<file path="src/verilog/bgc_pkg.sv">
package bgc_pkg;

    // Register byte offsets on the APB port.
    localparam logic [7:0] ADDR_DIV_MSB     = 8'h00;
    localparam logic [7:0] ADDR_DIV_LSB     = 8'h04;
    localparam logic [7:0] ADDR_CLOCK_CTRL  = 8'h08;
    localparam logic [7:0] ADDR_SYNC_IN_CTRL = 8'h0C;
    localparam logic [7:0] ADDR_STATUS      = 8'h10;

    // Field positions in clock_ctrl.
    localparam int CLK_DIVIDE_SELECT_BIT = 0;
    localparam int EXT_RX_CLOCK_ENABLE_BIT = 1;
    localparam int EXT_TX_CLOCK_SELECT_BIT = 2;

    // Field positions in sync_in.
    localparam int SYNC_MODE_ENABLE_BIT = 0;
    localparam int DCD_ACTIVE_HIGH_BIT  = 1;

    // Field positions in status.
    localparam int STAT_RUNNING_BIT = 0;
    localparam int STAT_BAUD_CLK_BIT = 1;
    localparam int STAT_DCD_ACTIVE_BIT = 2;
    localparam int STAT_HALTED_BIT  = 3;

    // Reset values.
    localparam logic [15:0] DIVISOR_RESET    = 16'h0000;
    localparam logic [7:0]  DIV_MSB_RESET    = 8'h00;
    localparam logic [2:0]  CLOCK_CTRL_RESET = 3'h0;
    localparam logic [1:0]  SYNC_IN_RESET    = 2'h0;

    // Divider limits and the asynchronous-mode factor.
    localparam logic [15:0] DIVISOR_MIN = 16'h0002;
    localparam logic [3:0]  PRESCALE_LAST = 4'hF;

endpackage

</file>
<file path="src/verilog/bgc_baud_gen.sv">
// The APB interface to the registers and the register offsets are this design's own decisions.
`timescale 1ns/100ps
`default_nettype none

module bgc_baud_gen #(
    parameter int DIV_WIDTH = 16
) (
    input  wire logic        pclk,
    input  wire logic        presetn,
    input  wire logic        ce,
    input  wire logic        psel,
    input  wire logic        penable,
    input  wire logic        pwrite,
    input  wire logic [7:0]  paddr,
    input  wire logic [31:0] pwdata,
    output logic      [31:0] prdata,
    output logic             pready,
    output logic             pslverr,
    input  wire logic        serial_in_pin,
    input  wire logic        ext_tx_clock_in,
    input  wire logic        ext_rx_clock_in,
    input  wire logic        carrier_detect_gate,
    output logic             rx_data,
    output logic             rx_tick,
    output logic             tx_tick,
    output logic             baud_clk,
    output logic             txrx_enable,
    output logic             txrx_reset
);

    logic [7:0]           div_msb_hold;
    logic [DIV_WIDTH-1:0] divisor;
    logic [DIV_WIDTH-1:0] cnt;
    logic [3:0]           rx_pre;
    logic [3:0]           tx_pre;
    logic [2:0]           clock_ctrl;
    logic [1:0]           sync_in;
    logic                 running;
    logic                 sin_s1;
    logic                 sin_s2;
    logic                 rxc_s1;
    logic                 rxc_s2;
    logic                 rxc_s3;
    logic                 txc_s1;
    logic                 txc_s2;
    logic                 txc_s3;
    logic                 dcd_s1;
    logic                 dcd_s2;

    logic                 setup;
    logic                 wr_access;
    logic                 wr_msb;
    logic                 wr_lsb;
    logic [DIV_WIDTH-1:0] new_div;
    logic                 div_ok;
    logic                 clock_divide_select;
    logic                 ext_rx_clock_enable;
    logic                 ext_tx_clock_select;
    logic                 sync_mode_enable;
    logic                 dcd_active;
    logic                 rx_rise;
    logic                 tx_rise;
    logic                 src_tick;
    logic                 baud_hit;
    logic [DIV_WIDTH-1:0] next_cnt;
    logic                 rx_gate;
    logic                 ext_tx_hit;

    // One step of a divide-by-sixteen prescaler.
    function automatic logic [3:0] pre_step(input logic [3:0] pre, input logic hit);
        pre_step = hit ? pre + 4'h1 : pre;
    endfunction

    assign setup     = psel && !penable;
    assign wr_access = ce && psel && penable && pready && pwrite;
    assign wr_msb    = wr_access && (paddr == bgc_pkg::ADDR_DIV_MSB);
    assign wr_lsb    = wr_access && (paddr == bgc_pkg::ADDR_DIV_LSB);
    assign new_div   = {div_msb_hold, pwdata[7:0]};

    assign clock_divide_select = clock_ctrl[bgc_pkg::CLK_DIVIDE_SELECT_BIT];
    assign ext_rx_clock_enable = clock_ctrl[bgc_pkg::EXT_RX_CLOCK_ENABLE_BIT];
    assign ext_tx_clock_select = clock_ctrl[bgc_pkg::EXT_TX_CLOCK_SELECT_BIT];
    assign sync_mode_enable    = sync_in[bgc_pkg::SYNC_MODE_ENABLE_BIT];

    assign div_ok = divisor >= bgc_pkg::DIVISOR_MIN;

    assign dcd_active = sync_mode_enable && (dcd_s2 == sync_in[bgc_pkg::DCD_ACTIVE_HIGH_BIT]);

    assign rx_rise = rxc_s2 && !rxc_s3;
    assign tx_rise = txc_s2 && !txc_s3;

    assign src_tick = ext_rx_clock_enable ? rx_rise : 1'b1;

    assign baud_hit = ce && running && div_ok && src_tick && (cnt <= 16'h0001);

    assign next_cnt = (cnt <= 16'h0001) ? divisor : cnt - 16'h0001;

    // Outside synchronous mode the carrier pin is ignored and the receiver clock passes.
    // carrier gate in sync mode
    assign rx_gate = !sync_mode_enable || dcd_active;

    // An external transmit clock counts only while running, so a high byte write stops it and a low byte write restarts it.
    assign ext_tx_hit = ce && running && tx_rise;

    // Clock pins carry a third flop so each rising edge is seen once, from settled values.
    // two-stage input synchronisers
    always_ff @(posedge pclk or negedge presetn) begin
        if (!presetn) begin
            sin_s1 <= 1'b1;
            sin_s2 <= 1'b1;
            rxc_s1 <= 1'b0;
            rxc_s2 <= 1'b0;
            rxc_s3 <= 1'b0;
            txc_s1 <= 1'b0;
            txc_s2 <= 1'b0;
            txc_s3 <= 1'b0;
            dcd_s1 <= 1'b0;
            dcd_s2 <= 1'b0;
        end else if (ce) begin
            sin_s1 <= serial_in_pin;
            sin_s2 <= sin_s1;
            rxc_s1 <= ext_rx_clock_in;
            rxc_s2 <= rxc_s1;
            rxc_s3 <= rxc_s2;
            txc_s1 <= ext_tx_clock_in;
            txc_s2 <= txc_s1;
            txc_s3 <= txc_s2;
            dcd_s1 <= carrier_detect_gate;
            dcd_s2 <= dcd_s1;
        end
    end

    // Data reaches the receiver with the synchroniser latency and nothing else.
    assign rx_data = sin_s2;

    // APB slave: zero wait states, read data captured in the setup cycle.
    always_ff @(posedge pclk or negedge presetn) begin
        if (!presetn) begin
            pready  <= 1'b0;
            pslverr <= 1'b0;
            prdata  <= 32'h0000_0000;
        end else if (ce) begin
            pready  <= setup;
            pslverr <= 1'b0;
            prdata  <= 32'h0000_0000;
            if (setup) begin
                case (paddr)
                    bgc_pkg::ADDR_DIV_MSB:      prdata[7:0] <= div_msb_hold;
                    bgc_pkg::ADDR_DIV_LSB:      prdata[7:0] <= divisor[7:0];
                    bgc_pkg::ADDR_CLOCK_CTRL:   prdata[2:0] <= clock_ctrl;
                    bgc_pkg::ADDR_SYNC_IN_CTRL: prdata[1:0] <= sync_in;
                    bgc_pkg::ADDR_STATUS: begin
                        prdata[bgc_pkg::STAT_RUNNING_BIT]    <= running;
                        prdata[bgc_pkg::STAT_BAUD_CLK_BIT]   <= baud_clk;
                        prdata[bgc_pkg::STAT_DCD_ACTIVE_BIT] <= dcd_active;
                        prdata[bgc_pkg::STAT_HALTED_BIT]     <= !div_ok;
                    end
                    default: pslverr <= 1'b1;
                endcase
            end
        end
    end

    // Control registers; writes to status or unmapped words are ignored.
    always_ff @(posedge pclk or negedge presetn) begin
        if (!presetn) begin
            clock_ctrl <= bgc_pkg::CLOCK_CTRL_RESET;
            sync_in    <= bgc_pkg::SYNC_IN_RESET;
        end else if (wr_access) begin
            if (paddr == bgc_pkg::ADDR_CLOCK_CTRL) begin
                clock_ctrl <= pwdata[2:0];
            end
            if (paddr == bgc_pkg::ADDR_SYNC_IN_CTRL) begin
                sync_in <= pwdata[1:0];
            end
        end
    end

    always_ff @(posedge pclk or negedge presetn) begin
        if (!presetn) begin
            div_msb_hold <= bgc_pkg::DIV_MSB_RESET;
            divisor      <= bgc_pkg::DIVISOR_RESET;
        end else if (wr_msb) begin
            div_msb_hold <= pwdata[7:0];
        end else if (wr_lsb) begin
            divisor <= new_div;
        end
    end

    always_ff @(posedge pclk or negedge presetn) begin
        if (!presetn) begin
            running    <= 1'b0;
            txrx_reset <= 1'b1;
        end else if (ce) begin
            txrx_reset <= wr_msb || wr_lsb;
            if (wr_msb) begin
                running <= 1'b0;
            end else if (wr_lsb) begin
                running <= 1'b1;
            end
        end
    end

    assign txrx_enable = running;

    // The counter reloads on the cycle it reaches one, so N input ticks make one period.
    // A high byte write clears the output at once; a low byte write sets it high if the new divisor is at least two.
    // counter load and half-period output
    always_ff @(posedge pclk or negedge presetn) begin
        if (!presetn) begin
            cnt      <= bgc_pkg::DIVISOR_RESET;
            baud_clk <= 1'b0;
        end else if (wr_msb) begin
            cnt      <= bgc_pkg::DIVISOR_RESET;
            baud_clk <= 1'b0;
        end else if (wr_lsb) begin
            cnt      <= new_div;
            baud_clk <= new_div >= bgc_pkg::DIVISOR_MIN;
        end else if (ce && running && div_ok && src_tick) begin
            cnt      <= next_cnt;
            baud_clk <= next_cnt > (divisor >> 1);
        end
    end

    always_ff @(posedge pclk or negedge presetn) begin
        if (!presetn) begin
            rx_pre  <= 4'h0;
            tx_pre  <= 4'h0;
            rx_tick <= 1'b0;
            tx_tick <= 1'b0;
        end else if (wr_msb || wr_lsb) begin
            rx_pre  <= 4'h0;
            tx_pre  <= 4'h0;
            rx_tick <= 1'b0;
            tx_tick <= 1'b0;
        end else if (ce) begin
            rx_pre  <= pre_step(rx_pre, baud_hit);
            tx_pre  <= pre_step(tx_pre, ext_tx_hit);
            rx_tick <= baud_hit && rx_gate
                       && (clock_divide_select || rx_pre == bgc_pkg::PRESCALE_LAST);
            if (ext_tx_clock_select) begin
                tx_tick <= ext_tx_hit
                           && (clock_divide_select || tx_pre == bgc_pkg::PRESCALE_LAST);
            end else begin
                tx_tick <= baud_hit
                           && (clock_divide_select || rx_pre == bgc_pkg::PRESCALE_LAST);
            end
        end
    end
endmodule

`default_nettype wire

</file>
<file path="config.mk">
export PLATFORM = sky130hd
export DESIGN_NAME = bgc_baud_gen
export DESIGN_NICKNAME = d
export VERILOG_FILES = /design/src/verilog/bgc_pkg.sv /design/src/verilog/bgc_baud_gen.sv
export SDC_FILE = /design/constraint.sdc
export NUM_CORES = 1
export LEC_CHECK = 0
export ABC_AREA = 1
export BUFFER_PORTS_ARGS = -buffer_cell sky130_fd_sc_hd__buf_2
export CORE_MARGIN = 4
export CORE_UTILIZATION = 51
export CTS_CLUSTER_SIZE = 24
export DETAILED_ROUTE_END_ITERATION = 10
export HOLD_SLACK_MARGIN = 0.1
export PLACE_DENSITY = 0.77
export SYNTH_ARGS = -nofsm -noshare
export SYNTH_HDL_FRONTEND = slang
export SYNTH_SLANG_ARGS = --single-unit
</file>
<file path="constraint.sdc">
create_clock -name pclk -period 2.3 [get_ports pclk]
set_input_delay 0.345 -clock pclk [delete_from_list [all_inputs] [get_ports pclk]]
set_output_delay 0.345 -clock pclk [all_outputs]
set_load 0.02 [all_outputs]
</file>
After elaboration in Yosys (flattened, before gate mapping)
Cells that the tools add are included.
- output and inout bits: 40
- logic and storage cells: 109
- flip-flop bits (word level): 78
- equal/unequal tests: 7
- order comparisons: 4
- multiplexer cells: 28
- reduce and logical (&&, ||, !) cells: 41
- add/sub/neg operators: 3
- bitwise operators: 1
- operator list (kind ; number):
    $mux 16 ; 4
    $ge 16x2->1 const B ; 2
    $mux 4 ; 6
    $logic_and 1x1->1 ; 19
    $eq 8x4->1 const B ; 2
    $gt 16x15->1 ; 1
    $le 16x1->1 const B ; 1
    $sub 16x1->16 const B ; 1
    $mux 1 ; 13
    $reduce_and 2->1 ; 6
    $pmux 2 s5 ; 1
    $add 4x1->4 const B ; 2
    $eq 4x4->1 const B ; 2
    $eq 8x3->1 const B ; 1
    $eq 8x5->1 const B ; 1
    $logic_not 8->1 ; 1
    $mux 8 ; 1
    $pmux 4 s2 ; 1
    $reduce_bool 2->1 ; 4
    $logic_not 1->1 ; 5
    $reduce_or 5->1 ; 1
    $logic_or 1x1->1 ; 4
    $pmux 1 s4 ; 1
    $pmux 1 s3 ; 1
    3 further kinds ; 3

Longest topological paths before layout
Gate-level depths: netlist of the first run.
- word-level depth: 9
- mapped depth: 26
- gate-level depth less buffers: 25

Least setup slack after synthesis of the first run
No wires, ideal clock.
- path type: flip-flop to flip-flop
- from: reg cnt[0]
- to: reg baud_clk
- path buffers: 1
- cell stages (with the launch flop): 24
- clock period less this slack: 2.492 ns
- arrival time: 2.376 ns
- library setup time: 0.116 ns
- setup slack: -0.192 ns
- path through: dfrtp_1 > inv_1 > ha_1 > nand2_4 > nor2_4 > inv_2 > nand2_2 > nand2_4 > buf_6 > o21ai_1 > inv_2 > ha_1 > a21oi_1 > nand2_1 > nand2_1 > nand3_1 > nand2_1 > nand2_1 > nand2_1 > nand2_1 > nand2_1 > nand2_1 > nand2_1 > nand2_1
- word-level cells in the longest chain between the ends: 6
- elaborated cells on any way between the ends: 7
- those cells by class: 1 x add/sub; 2 x order compare; 4 x mux
- RTL lines (element ; RTL line ; RTL):
    start, declared ; bgc_baud_gen.sv:33 ; logic [DIV_WIDTH-1:0] cnt;
    start signal, assigned ; bgc_baud_gen.sv:211 ; cnt <= bgc_pkg::DIVISOR_RESET;
    start signal, assigned ; bgc_baud_gen.sv:214 ; cnt <= bgc_pkg::DIVISOR_RESET;
    start signal, assigned ; bgc_baud_gen.sv:217 ; cnt <= new_div;
    $sub 16x1->16 / $le 16x1->1 (equally long branches) ; bgc_baud_gen.sv:96 ; assign next_cnt = (cnt <= 16'h0001) ? divisor : cnt - 16'h0001;
    $mux 16 (*) ; bgc_baud_gen.sv:96 ;
    $gt 16x15->1 (*) ; bgc_baud_gen.sv:221 ; baud_clk <= next_cnt > (divisor >> 1);
    $mux 1 (*) ; bgc_baud_gen.sv:219 ; end else if (ce && running && div_ok && src_tick) begin
    $mux 1 (*) ; bgc_baud_gen.sv:216 ; end else if (wr_lsb) begin
    $mux 1 (*) ; bgc_baud_gen.sv:213 ; end else if (wr_msb) begin
    end signal, assigned ; bgc_baud_gen.sv:218 ; baud_clk <= new_div >= bgc_pkg::DIVISOR_MIN;
    end signal, assigned ; bgc_baud_gen.sv:221 ;
    end, declared ; bgc_baud_gen.sv:26 ; output logic baud_clk,
Mark *: on every way between the ends. The rest lies on a longest branch, timed or not. The select of a mux whose other input is x is not followed.
A chain may end at the register's enable or synchronous reset.

Final worst setup path of the first run
- from: reg cnt[8]
- to: reg baud_clk
The elaborated chain is that of the path after synthesis.

==> results of run 1 <==
[cells by family (layout without fill, tap and decap cells)]
logic type | count (synthesis) | count (layout) | synth area share
XOR/XNOR | 16 | 16 | 0.0285
flip-flops | 78 | 78 | 0.398
buffers and inverters | 116 | 195 | 0.122
AND/OR/NAND/NOR | 278 | 280 | 0.263
other | 1 | 24 | 0.000763
AO/OA/AOI/OAI | 107 | 107 | 0.139
adder cells (fa/ha/maj) | 19 | 19 | 0.0484
[area by class of cell]
type,count,area share
multi-input cells,446,0.449
flip-flops and latches,78,0.321
clock inverters,6,0.0154
clock buffers,10,0.0225
well taps,129,0.0264
inverters,76,0.0467
repair buffers,103,0.119
[power by group]
part	leakage (nW)	switching (mW)	internal [mW]
Clock	0.118	0.539	0.651
Sequential	0.862	0.130	1.50
Combinational	2.03	0.727	0.637
Total	3.01	1.40	2.79
[layer usage]
| metal | share of wire | GRT usage | vias to the layer above |
|---|---|---|---|
| li1 | - | - | 2136 |
| met1 | 0.39 | 0.302 | 2220 |
| met2 | 0.49 | 0.417 | 249 |
| met3 | 0.085 | 0.0516 | 54 |
| met4 | 0.034 | 0.110 | 0 |
| met5 | 0 | 0 | - |
[cells in the final DEF, fill, tap and decap left out, drive strengths merged, types with 12 or more instances in the layout]
cell and n:
buf 102, o21ai 56, xor2 12, conb 24, ha 19, a21oi 16, nand2 167, nor2 70
inv 77, a31oi 14, dfrtp 75, nand3 19
[state kept, by name (all words and copies together), names as in the netlist, 2 cells and up]
| signal | count |
|---|---|
| rx_pre | 4 |
| prdata | 8 |
| sync_in | 2 |
| divisor | 16 |
| cnt | 16 |
| clock_ctrl | 3 |
| tx_pre | 4 |
| div_msb_hold | 8 |
[metrics by stage]
step | setup slack, ns | setup TNS [ns] | hold WS [ns]
3_3_place_gp | -0.288 | -0.288 | 0.349
6_report | -0.304 | -0.304 | 0.193
5_1_grt | -0.516 | -0.516 | 0.216
4_1_cts | -0.208 | -0.411 | 0.185
2_1_floorplan | -0.0106 | -0.0106 | 0.0494
3_5_place_dp | -0.328 | -0.328 | 0.352
[timing repair]
action,4_1_cts,5_1_grt
pin swaps,20,10
hold endpoints to repair,36,0
hold buffers,1,0
cloned,2,0
resized for setup,41,14
setup buffers,15,3
setup endpoints to repair,1,2
[how the worst max path moves through the flow]
| stage | end | cells after the start | from | slack (ns) |
|---|---|---|---|---|
| 5_1_grt | baud_clk$_DFFE_PN0P_ | 24 | cnt[8]$_DFFE_PN0P_ | -0.52 |
| 2_1_floorplan | baud_clk$_DFFE_PN0P_ | 23 | cnt[0]$_DFFE_PN0P_ | -0.01 |
| 3_5_place_dp | baud_clk$_DFFE_PN0P_ | 16 | cnt[1]$_DFFE_PN0P_ | -0.33 |
| 4_1_cts | cnt[3]$_DFFE_PN0P_ | 17 | cnt[0]$_DFFE_PN0P_ | -0.21 |
| 3_3_place_gp | baud_clk$_DFFE_PN0P_ | 16 | cnt[1]$_DFFE_PN0P_ | -0.29 |
| 6_report | baud_clk$_DFFE_PN0P_ | 16 | cnt[8]$_DFFE_PN0P_ | -0.30 |
[critical path: cells and delay by family (launching register included)]
family                     cells  cell delay (ns)
adders and majority gates      1             0.31
AOI/OAI and AO/OA              1             0.18
buffers and inverters          3             0.44
DFF                            1             0.42
and+or+nand+nor               11             1.13
==> metrics.json, run 1 <==
{
  "synth.top_cells.by_area": "sky130_fd_sc_hd__dfrtp_1, sky130_fd_sc_hd__nand2_1, sky130_fd_sc_hd__inv_1",
  "fp.dieH_um": 106,
  "worst-endpoint-arrival_ns": 2.84,
  "routed_wire_length_per_instance_um": 16.1,
  "timing.reg2reg.setup_slack_ns": -0.30,
  "core_region_area_um2": 9330,
  "relative_area_change_from_synthesis_to_final_layout_pct": 24.3,
  "fin_total_pwr_mw": 4.19,
  "failed_checks": "negative setup slack",
  "crit_chain": "nor2_4, buf_6, nand2_4, nor2_4, nand3_4, buf_6, buf_4, o21a_1, ha_1, nand2_2, nor3_2, nand2_1, nand2_1, nand2_1, nand2_1, nand2_1",
  "antenna_nets_post_route": 0,
  "synth_area_per_cell_um2": 7.99,
  "synth_commonest_cells": "sky130_fd_sc_hd__nand2_1, sky130_fd_sc_hd__dfrtp_1, sky130_fd_sc_hd__inv_1, sky130_fd_sc_hd__nor2_1, sky130_fd_sc_hd__o21ai_0",
  "grt_max_degree": 41,
  "synthMostInstantiatedCell": "sky130_fd_sc_hd__nand2_1",
  "critical_path_required_ns": 2.54,
  "worst-path-max-fanout": 5,
  "critPathSlowestCell": "sky130_fd_sc_hd__dfrtp_1",
  "routed_wirelength_um": 13700,
  "stdcell_area_um2": 6100,
  "cts_made_buffers": 9,
  "globalplace.congestion": 0.902,
  "holdCritStartpoint": "ext_tx_clock_in",
  "clk_path_buf_depth": 2,
  "fin_crit_sh": 1.13,
  "layout-drive-gt1-share": 0.302,
  "cpPeakStageDelay_ns": 0.42,
  "placed_area_um2": 5470,
  "worstReg2RegStart": "cnt[8]$_DFFE_PN0P_",
  "overall_track_demand_over_capacity_in_global_routing": 0.246,
  "numPortBuffers": 41,
  "cell_type_contributing_the_most_total_cell_area_after_synthesis": "sky130_fd_sc_hd__dfrtp_1",
  "max-vdd-ir-drop_mv": 0.552,
  "die_area_um2": 11300,
  "post_synthesis_sequential_area_ratio": 0.398,
  "powerDensity_nw_per_um2": 686,
  "synthArstFlopShare": 1.00,
  "final-max-slew-violation-count": 0,
  "worst-slew-pin-transition_ns": 0.615,
  "dpl.hpwl_um": 9430,
  "drt_first_iter_violations": 407,
  "setup_ws_ns": -0.304,
  "finalCoreUtilization": 0.654,
  "htreeDepth": 3,
  "timing.clock.skew_ns": 0.0109,
  "hold_viol": 0,
  "yosys_warnings": 0,
  "cellLeakagePower_nw": 3.01,
  "initial_core_util": 0.527,
  "grt_setup_unrepaired": "yes",
  "holdPathEnd": "txc_s1$_DFFE_PN0P_",
  "die_width_um": 106,
  "timing.hold.worst_path_depth": 3,
  "max_cap_violations": 0,
  "viasPerCell": 5.49,
  "drtPass1Iterations": 6,
  "design.portCount": 90,
  "core.rowCount": 35,
  "count_of_flip_flops_with_a_built_in_enable_after_synthesis": 0,
  "design.final.nets": 783,
  "dominantRegCellSynth": "sky130_fd_sc_hd__dfrtp_1",
  "dr_total_vias": 4659,
  "cts_tree": "yes",
  "mappedNetlistArea_um2": 4910,
  "cts.clk_slew.worst_paths_ns": 0.08,
  "synth_seq_cells": 78,
  "root_driver": "sky130_fd_sc_hd__clkbuf_8",
  "r2r.worst_path.cells": 16,
  "dpl.cell_count": 815,
  "clk_latency_ns": 0.35,
  "final.min_clock_period_ns": 2.60,
  "cp-end-kind": "flip-flop",
  "rr_endpoint": "baud_clk$_DFFE_PN0P_",
  "maxSlewHeadroom": 0.589,
  "global_route.overflow_total": 0,
  "grt_antenna_before_repair": 0,
  "run_status": "complete, but fails checks",
  "min-delay-path-class": "input port to flip-flop",
  "syn_inst": 615,
  "maxClockFrequency_mhz": 384,
  "first_global_vias": 4682,
  "drc_errors": 0,
  "distinct_cell_type_count_after_synthesis": 44,
  "final.fill_count": 697,
  "netlist.area_leader.share": 0.382,
  "antenna_cells": 0,
  "clock_sinks": 78,
  "finalSetupViolations": 1,
  "critPathKind": "flip-flop to flip-flop",
  "total_area_of_multi_input_combinational_cells_um2": 2740,
  "path_common_cell": "sky130_fd_sc_hd__nand2_1",
  "final_cells": 848,
  "wire_length_of_the_first_global_routing_pass_um": 22300,
  "launching_element_type_of_the_critical_path": "flip-flop",
  "sequential_cell_area_um2": 1960
}
(Power assumes the default switching activity.)
==> inputs of run 2 (changes only) <==
ABC_AREA = default   (was 1)
GPL_TIMING_DRIVEN = 0   (was default)
==> metrics.json, run 2 <==
{
  "run_status": "complete, but fails checks",
  "failed_checks": "negative setup slack",
  "rr_endpoint": "baud_clk$_DFFE_PN0P_",
  "core_region_area_um2": 8850,
  "htreeDepth": 3,
  "worst-endpoint-arrival_ns": 3.35,
  "clk_path_buf_depth": 2,
  "numPortBuffers": 39,
  "largest_registers": "cnt: 16 flops, divisor: 16 flops",
  "timing.hold.worst_path_depth": 2,
  "timing.clock.skew_ns": 0.00962,
  "r2r.worst_path.cells": 13,
  "global_route.overflow_total": 0,
  "yosys_warnings": 0,
  "drt_first_iter_violations": 229,
  "fin_total_pwr_mw": 3.95,
  "final.min_clock_period_ns": 3.11,
  "cell_type_contributing_the_most_total_cell_area_after_synthesis": "sky130_fd_sc_hd__dfrtp_1",
  "cts_tree": "yes",
  "syn_inst": 506,
  "dpl.hpwl_um": 9400,
  "netlist.area_leader.share": 0.400,
  "die_width_um": 104,
  "critical_path.startpoint": "cnt[7]$_DFFE_PN0P_",
  "mostFrequentLayoutCell": "sky130_fd_sc_hd__nand2_1",
  "cts.clk_slew.worst_paths_ns": 0.08,
  "cp-end-kind": "flip-flop",
  "drc_errors": 0,
  "worst-slew-pin-transition_ns": 0.942,
  "routed_wirelength_um": 13100,
  "synthMostInstantiatedCell": "sky130_fd_sc_hd__nand2_1",
  "synth_seq_cells": 78,
  "dr_total_vias": 4155,
  "timing.reg2reg.setup_slack_ns": -0.81,
  "mappedNetlistArea_um2": 4700,
  "hold_ws_ns": 0.212,
  "critical_path_required_ns": 2.54,
  "hold_viol": 0,
  "grt_max_degree": 63,
  "fin_crit_sh": 1.35,
  "layout.cells.most_common_list": "sky130_fd_sc_hd__nand2_1, sky130_fd_sc_hd__dfrtp_1, sky130_fd_sc_hd__buf_4",
  "post_synthesis_sequential_area_ratio": 0.416,
  "overall_track_demand_over_capacity_in_global_routing": 0.242,
  "maxSlewHeadroom": 0.367,
  "root_driver": "sky130_fd_sc_hd__clkbuf_8",
  "clk_latency_ns": 0.36,
  "stdcell_area_um2": 5790,
  "placement.setup.worst_slack_ns": -1.09,
  "final-max-slew-violation-count": 0,
  "finalSetupViolations": 2,
  "holdCritStartpoint": "ext_rx_clock_in",
  "grt_antenna_before_repair": 0,
  "dominantRegCellSynth": "sky130_fd_sc_hd__dfrtp_1",
  "powerDensity_nw_per_um2": 682,
  "drtPass1Iterations": 6,
  "layout-drive-gt1-share": 0.312,
  "placed_area_um2": 5190,
  "setup_ws_ns": -0.814,
  "viasPerCell": 5.77,
  "clock_sinks": 78,
  "synthArstFlopShare": 1.00,
  "initial_core_util": 0.531,
  "count_of_flip_flops_with_a_built_in_enable_after_synthesis": 0,
  "core.rowCount": 34,
  "worstReg2RegStart": "cnt[7]$_DFFE_PN0P_",
  "die_area_um2": 10800,
  "launching_element_type_of_the_critical_path": "flip-flop",
  "route.layer.met1.wl_um": 5490,
  "finalCoreUtilization": 0.655,
  "distinct_cell_type_count_after_synthesis": 66,
  "design.portCount": 90,
  "cts_made_buffers": 9,
  "relative_area_change_from_synthesis_to_final_layout_pct": 23.4,
  "first_global_vias": 4195,
  "cellLeakagePower_nw": 2.82,
  "route.top_layer_used": "met4",
  "routed_wire_length_per_instance_um": 18.1,
  "grt_setup_unrepaired": "yes",
  "globalplace.congestion": 0.909,
  "synth_commonest_cells": "sky130_fd_sc_hd__nand2_1, sky130_fd_sc_hd__dfrtp_1, sky130_fd_sc_hd__nor2_1, sky130_fd_sc_hd__buf_4, sky130_fd_sc_hd__o21ai_0",
  "min-delay-path-class": "input port to flip-flop",
  "antenna_cells": 0,
  "max_cap_violations": 0,
  "holdPathEnd": "rxc_s1$_DFFE_PN0P_",
  "wl_met3_um": 767,
  "synth.top_cells.by_area": "sky130_fd_sc_hd__dfrtp_1, sky130_fd_sc_hd__nand2_1, sky130_fd_sc_hd__ha_1",
  "wire_length_of_the_first_global_routing_pass_um": 21200,
  "met2WireLength_um": 6480,
  "critPathKind": "flip-flop to flip-flop",
  "final.fill_count": 750,
  "design.final.nets": 676,
  "synth_area_per_cell_um2": 9.28,
  "maxClockFrequency_mhz": 321,
  "worst-path-max-fanout": 5,
  "fp.dieH_um": 104,
  "antenna_nets_post_route": 0,
  "max-vdd-ir-drop_mv": 0.375
}
==> run 2: changes by cell type after synthesis, moves of 15 or more <==
cell and change:
sky130_fd_sc_hd__mux2_2 +15, sky130_fd_sc_hd__nor2_1 -20, sky130_fd_sc_hd__nand2_1 -77, sky130_fd_sc_hd__o21ai_0 -20, sky130_fd_sc_hd__inv_1 -44
==> run 2: worst max-delay path by stage <==
stage,endpoint,slack [ns],depth (start not counted)
global placement,baud_clk$_DFFE_PN0P_,-1.07,14
finish,baud_clk$_DFFE_PN0P_,-0.81,13
CTS,baud_clk$_DFFE_PN0P_,-0.69,12
global route,baud_clk$_DFFE_PN0P_,-0.95,13
detailed placement,baud_clk$_DFFE_PN0P_,-1.09,14
floorplan,baud_clk$_DFFE_PN0P_,-0.57,15
==> run 2: repair_timing <==
action / CTS / global route
hold buffers: 1 / 0
pin swaps: 13 / 19
buffers inserted: 16 / 10
resized for setup: 24 / 27
hold endpoints to repair: 16 / 0
setup endpoints to repair: 8 / 9
==> run 2: logic make-up (layout without fill, tap and decap cells) <==
| logic type | Yosys count | after routing | share of synthesized area |
|---|---|---|---|
| xor+xnor | 18 | 18 | 0.0336 |
| flops | 78 | 78 | 0.416 |
| simple gates | 201 | 201 | 0.224 |
| mux | 22 | 22 | 0.0509 |
| compound gates | 100 | 100 | 0.144 |
| buf+inv | 67 | 150 | 0.0794 |
| other cells | 1 | 24 | 0.000799 |
| fa+ha+maj | 19 | 19 | 0.0506 |
==> run 2: final cells by class <==
type                       instances  area [µm²]  area share
buffer                            44         315      0.0544
clock buffer                      11         131      0.0227
clock inverter                     5        58.8      0.0101
inverter                          23        88.8      0.0153
multi-input combinational        384        2660       0.459
sequential                        78        1960       0.339
tap                              108         135      0.0233
timing repair buffer              67         442      0.0762
==> run 2: per-stage QoR <==
stage | instances | TNS, ns
final | 720 | -0.833
after global routing | 720 | -1.09
after CTS | 710 | -1.30
after detailed placement | 677 | -1.63
after global placement | 676 | -1.46
after floorplan | 529 | -0.573
==> run 2: worst max-delay path, cell delays in order (launching register included) <==
cell	delay [ns]
sky130_fd_sc_hd__dfrtp_2	0.47
sky130_fd_sc_hd__nor3_4	0.23
sky130_fd_sc_hd__nand3b_1	0.12
sky130_fd_sc_hd__buf_4	0.16
sky130_fd_sc_hd__or3_1	0.36
sky130_fd_sc_hd__nand3_1	0.14
sky130_fd_sc_hd__o21ai_2	0.08
sky130_fd_sc_hd__inv_2	0.06
sky130_fd_sc_hd__ha_4	0.19
sky130_fd_sc_hd__a211o_1	0.32
sky130_fd_sc_hd__a211o_1	0.31
sky130_fd_sc_hd__o31ai_2	0.21
sky130_fd_sc_hd__o211ai_1	0.13
sky130_fd_sc_hd__a22o_1	0.21
==> run 2: report_power, final <==
part	internal [mW]	leakage, nW	switching [mW]
registers	1.42	0.976	0.0564
logic	0.679	1.76	0.772
clock network	0.504	0.0899	0.522
total	2.60	2.82	1.35
==> run 2: per-layer routing <==
layer,up-vias,global-route usage
met5,-,0
met4,0,0.0817
met3,32,0.0490
met2,157,0.406
met1,2025,0.313
li1,1941,-
==> inputs of run 3 (changes only) <==
CORE_UTILIZATION = 47   (was 51)
PLACE_DENSITY = 0.72   (was 0.77)
==> metrics.json, run 3 (synthesis gave the netlist of run 2 again) <==
{
  "final.fill_count": 834,
  "critPathKind": "flip-flop to flip-flop",
  "hold_viol": 0,
  "layout-drive-gt1-share": 0.340,
  "run_status": "complete, but fails checks",
  "crit_chain": "nor3_4, nand3b_1, nand4b_4, buf_6, mux2_4, ha_2, a211o_1, a211o_1, o31ai_2, o211ai_1, a22o_1",
  "wire_length_of_the_first_global_routing_pass_um": 21200,
  "cellLeakagePower_nw": 2.93,
  "routed_wire_length_per_instance_um": 17.7,
  "largest_registers": "cnt: 16 flops, divisor: 16 flops",
  "dpl.hpwl_um": 9430,
  "die_width_um": 108,
  "critical_path.top_delay_family": "compound AO/OA/AOI/OAI gates",
  "die_area_um2": 11700,
  "core_region_area_um2": 9730,
  "htreeDepth": 3,
  "maxClockFrequency_mhz": 320,
  "stdcell_area_um2": 5990,
  "clkPwrFrac": 0.252,
  "placement.setup.worst_slack_ns": -1.12,
  "cts_made_buffers": 9,
  "comb_power_share": 0.396,
  "antenna_nets_post_route": 0,
  "dr_total_vias": 4202,
  "clk_latency_ns": 0.36,
  "cts_tree": "yes",
  "path_common_cell": "sky130_fd_sc_hd__a211o_1",
  "routed_wirelength_um": 13500,
  "seq_power_share": 0.352,
  "fp.dieH_um": 108,
  "timing.hold.worst_path_depth": 2,
  "final-max-slew-violation-count": 0,
  "final.setup.tns_ns": -0.823,
  "dpl.cell_count": 702,
  "final_cells": 760,
  "cp-end-kind": "flip-flop",
  "max-vdd-ir-drop_mv": 0.367,
  "relative_area_change_from_synthesis_to_final_layout_pct": 27.6,
  "finalSetupViolations": 1,
  "design.final.nets": 691,
  "fin_crit_sh": 1.36,
  "grt_setup_unrepaired": "yes",
  "cp_num_buf_inv": 1,
  "drt_first_iter_violations": 276,
  "clk_path_buf_depth": 2,
  "viasPerCell": 5.53,
  "cts.clk_slew.worst_paths_ns": 0.09,
  "globalplace.congestion": 0.940,
  "clock_sinks": 78,
  "min-delay-path-class": "input port to flip-flop",
  "setup_ws_ns": -0.823,
  "rr_endpoint": "baud_clk$_DFFE_PN0P_",
  "initial_core_util": 0.483,
  "mostFrequentLayoutCell": "sky130_fd_sc_hd__nand2_1",
  "core.rowCount": 36,
  "launching_element_type_of_the_critical_path": "flip-flop",
  "failed_checks": "negative setup slack",
  "layout.cells.most_common_list": "sky130_fd_sc_hd__nand2_1, sky130_fd_sc_hd__dfrtp_1, sky130_fd_sc_hd__buf_4",
  "max_cap_violations": 0,
  "grt_antenna_before_repair": 0,
  "maxSlewHeadroom": 0.387,
  "fin_total_pwr_mw": 4.19,
  "holdPathEnd": "pready$_DFFE_PN0P_",
  "drc_errors": 0,
  "overall_track_demand_over_capacity_in_global_routing": 0.233,
  "powerDensity_nw_per_um2": 700,
  "cpPeakStageDelay_ns": 0.45,
  "worst-endpoint-arrival_ns": 3.37,
  "final.min_clock_period_ns": 3.12,
  "root_driver": "sky130_fd_sc_hd__clkbuf_8",
  "timing.clock.skew_ns": 0.0169,
  "critPathSlowestCell": "sky130_fd_sc_hd__dfrtp_1",
  "hold_ws_ns": 0.204,
  "power_report.internal_total_mw": 2.76,
  "global_route.overflow_total": 0,
  "worst-path-max-fanout": 5,
  "timing.reg2reg.setup_slack_ns": -0.82,
  "holdCritStartpoint": "penable",
  "grt_max_degree": 55,
  "first_global_vias": 4106,
  "placed_area_um2": 5220,
  "drtPass1Iterations": 6,
  "critical_path.startpoint": "cnt[7]$_DFFE_PN0P_",
  "switching_share": 0.341,
  "critical_path_required_ns": 2.54,
  "numPortBuffers": 39,
  "r2r.worst_path.cells": 11,
  "switchingPower_mw": 1.43,
  "antenna_cells": 0,
  "finalCoreUtilization": 0.616,
  "design.portCount": 90,
  "worst-slew-pin-transition_ns": 0.912,
  "worstReg2RegStart": "cnt[7]$_DFFE_PN0P_"
}
-- run 3: cell count changes in the layout (fill, tap and decap cells not counted), moves of 2 or more --
cell,previous run,this run
sky130_fd_sc_hd__clkinv_2,1,3
sky130_fd_sc_hd__nor2_4,2,5
sky130_fd_sc_hd__nor2_2,11,9
sky130_fd_sc_hd__clkbuf_1,13,10
sky130_fd_sc_hd__nand3_2,1,3
sky130_fd_sc_hd__nand3_1,16,14
sky130_fd_sc_hd__a21oi_1,18,16
sky130_fd_sc_hd__buf_4,49,64
sky130_fd_sc_hd__a21oi_2,3,5
-- run 3: worst max-delay path by stage --
| stage | to | cells after the start |
|---|---|---|
| 5_1_grt | baud_clk$_DFFE_PN0P_ | 13 |
| 3_3_place_gp | baud_clk$_DFFE_PN0P_ | 14 |
| 3_5_place_dp | baud_clk$_DFFE_PN0P_ | 14 |
| 6_report | baud_clk$_DFFE_PN0P_ | 11 |
| 4_1_cts | baud_clk$_DFFE_PN0P_ | 14 |
| 2_1_floorplan | baud_clk$_DFFE_PN0P_ | 15 |
-- run 3: worst register-to-register path: stages (launching register included) --
cell	delay, ns
sky130_fd_sc_hd__dfrtp_1	0.45
sky130_fd_sc_hd__nor3_4	0.22
sky130_fd_sc_hd__nand3b_1	0.19
sky130_fd_sc_hd__nand4b_4	0.32
sky130_fd_sc_hd__buf_6	0.19
sky130_fd_sc_hd__mux2_4	0.30
sky130_fd_sc_hd__ha_2	0.17
sky130_fd_sc_hd__a211o_1	0.31
sky130_fd_sc_hd__a211o_1	0.31
sky130_fd_sc_hd__o31ai_2	0.22
sky130_fd_sc_hd__o211ai_1	0.13
sky130_fd_sc_hd__a22o_1	0.21
-- run 3: layout make-up --
class                   count  area, µm²  area share
plain buffers              43        322      0.0537
clock buffers              10        138      0.0230
clock inverters             6       61.3      0.0102
inverters                  23       88.8      0.0148
multi-input cells         384       2690       0.448
flip-flops and latches     78       1960       0.328
well taps                 133        166      0.0278
repair buffers             83        566      0.0944
-- run 3: metal layers --
| metal | wire [µm] | vias up | GRT usage |
|---|---|---|---|
| met2 | 6610 | 153 | 0.381 |
| met1 | 5680 | 2046 | 0.308 |
| met4 | 388 | 0 | 0.0938 |
| met3 | 809 | 30 | 0.0418 |
| li1 | - | 1973 | - |
| met5 | 0 | - | 0 |
-- run 3: power by group through the flow --
stage	Clock (mW)	Combinational, mW	Sequential, mW
2_1_floorplan	0	0.763	1.49
3_3_place_gp	0	1.03	1.49
3_5_place_dp	0	1.05	1.49
4_1_cts	1.06	1.39	1.47
5_1_grt	1.11	1.76	1.48
6_report	1.05	1.66	1.48
-- run 3: what timing repair did --
action | 4_1_cts | 5_1_grt
hold buffers | 1 | 0
setup buffers | 26 | 16
cloned | 0 | 0
hold endpoints to repair | 22 | 0
setup endpoints to repair | 8 | 10
pin swaps | 23 | 27
gates resized for setup | 32 | 27
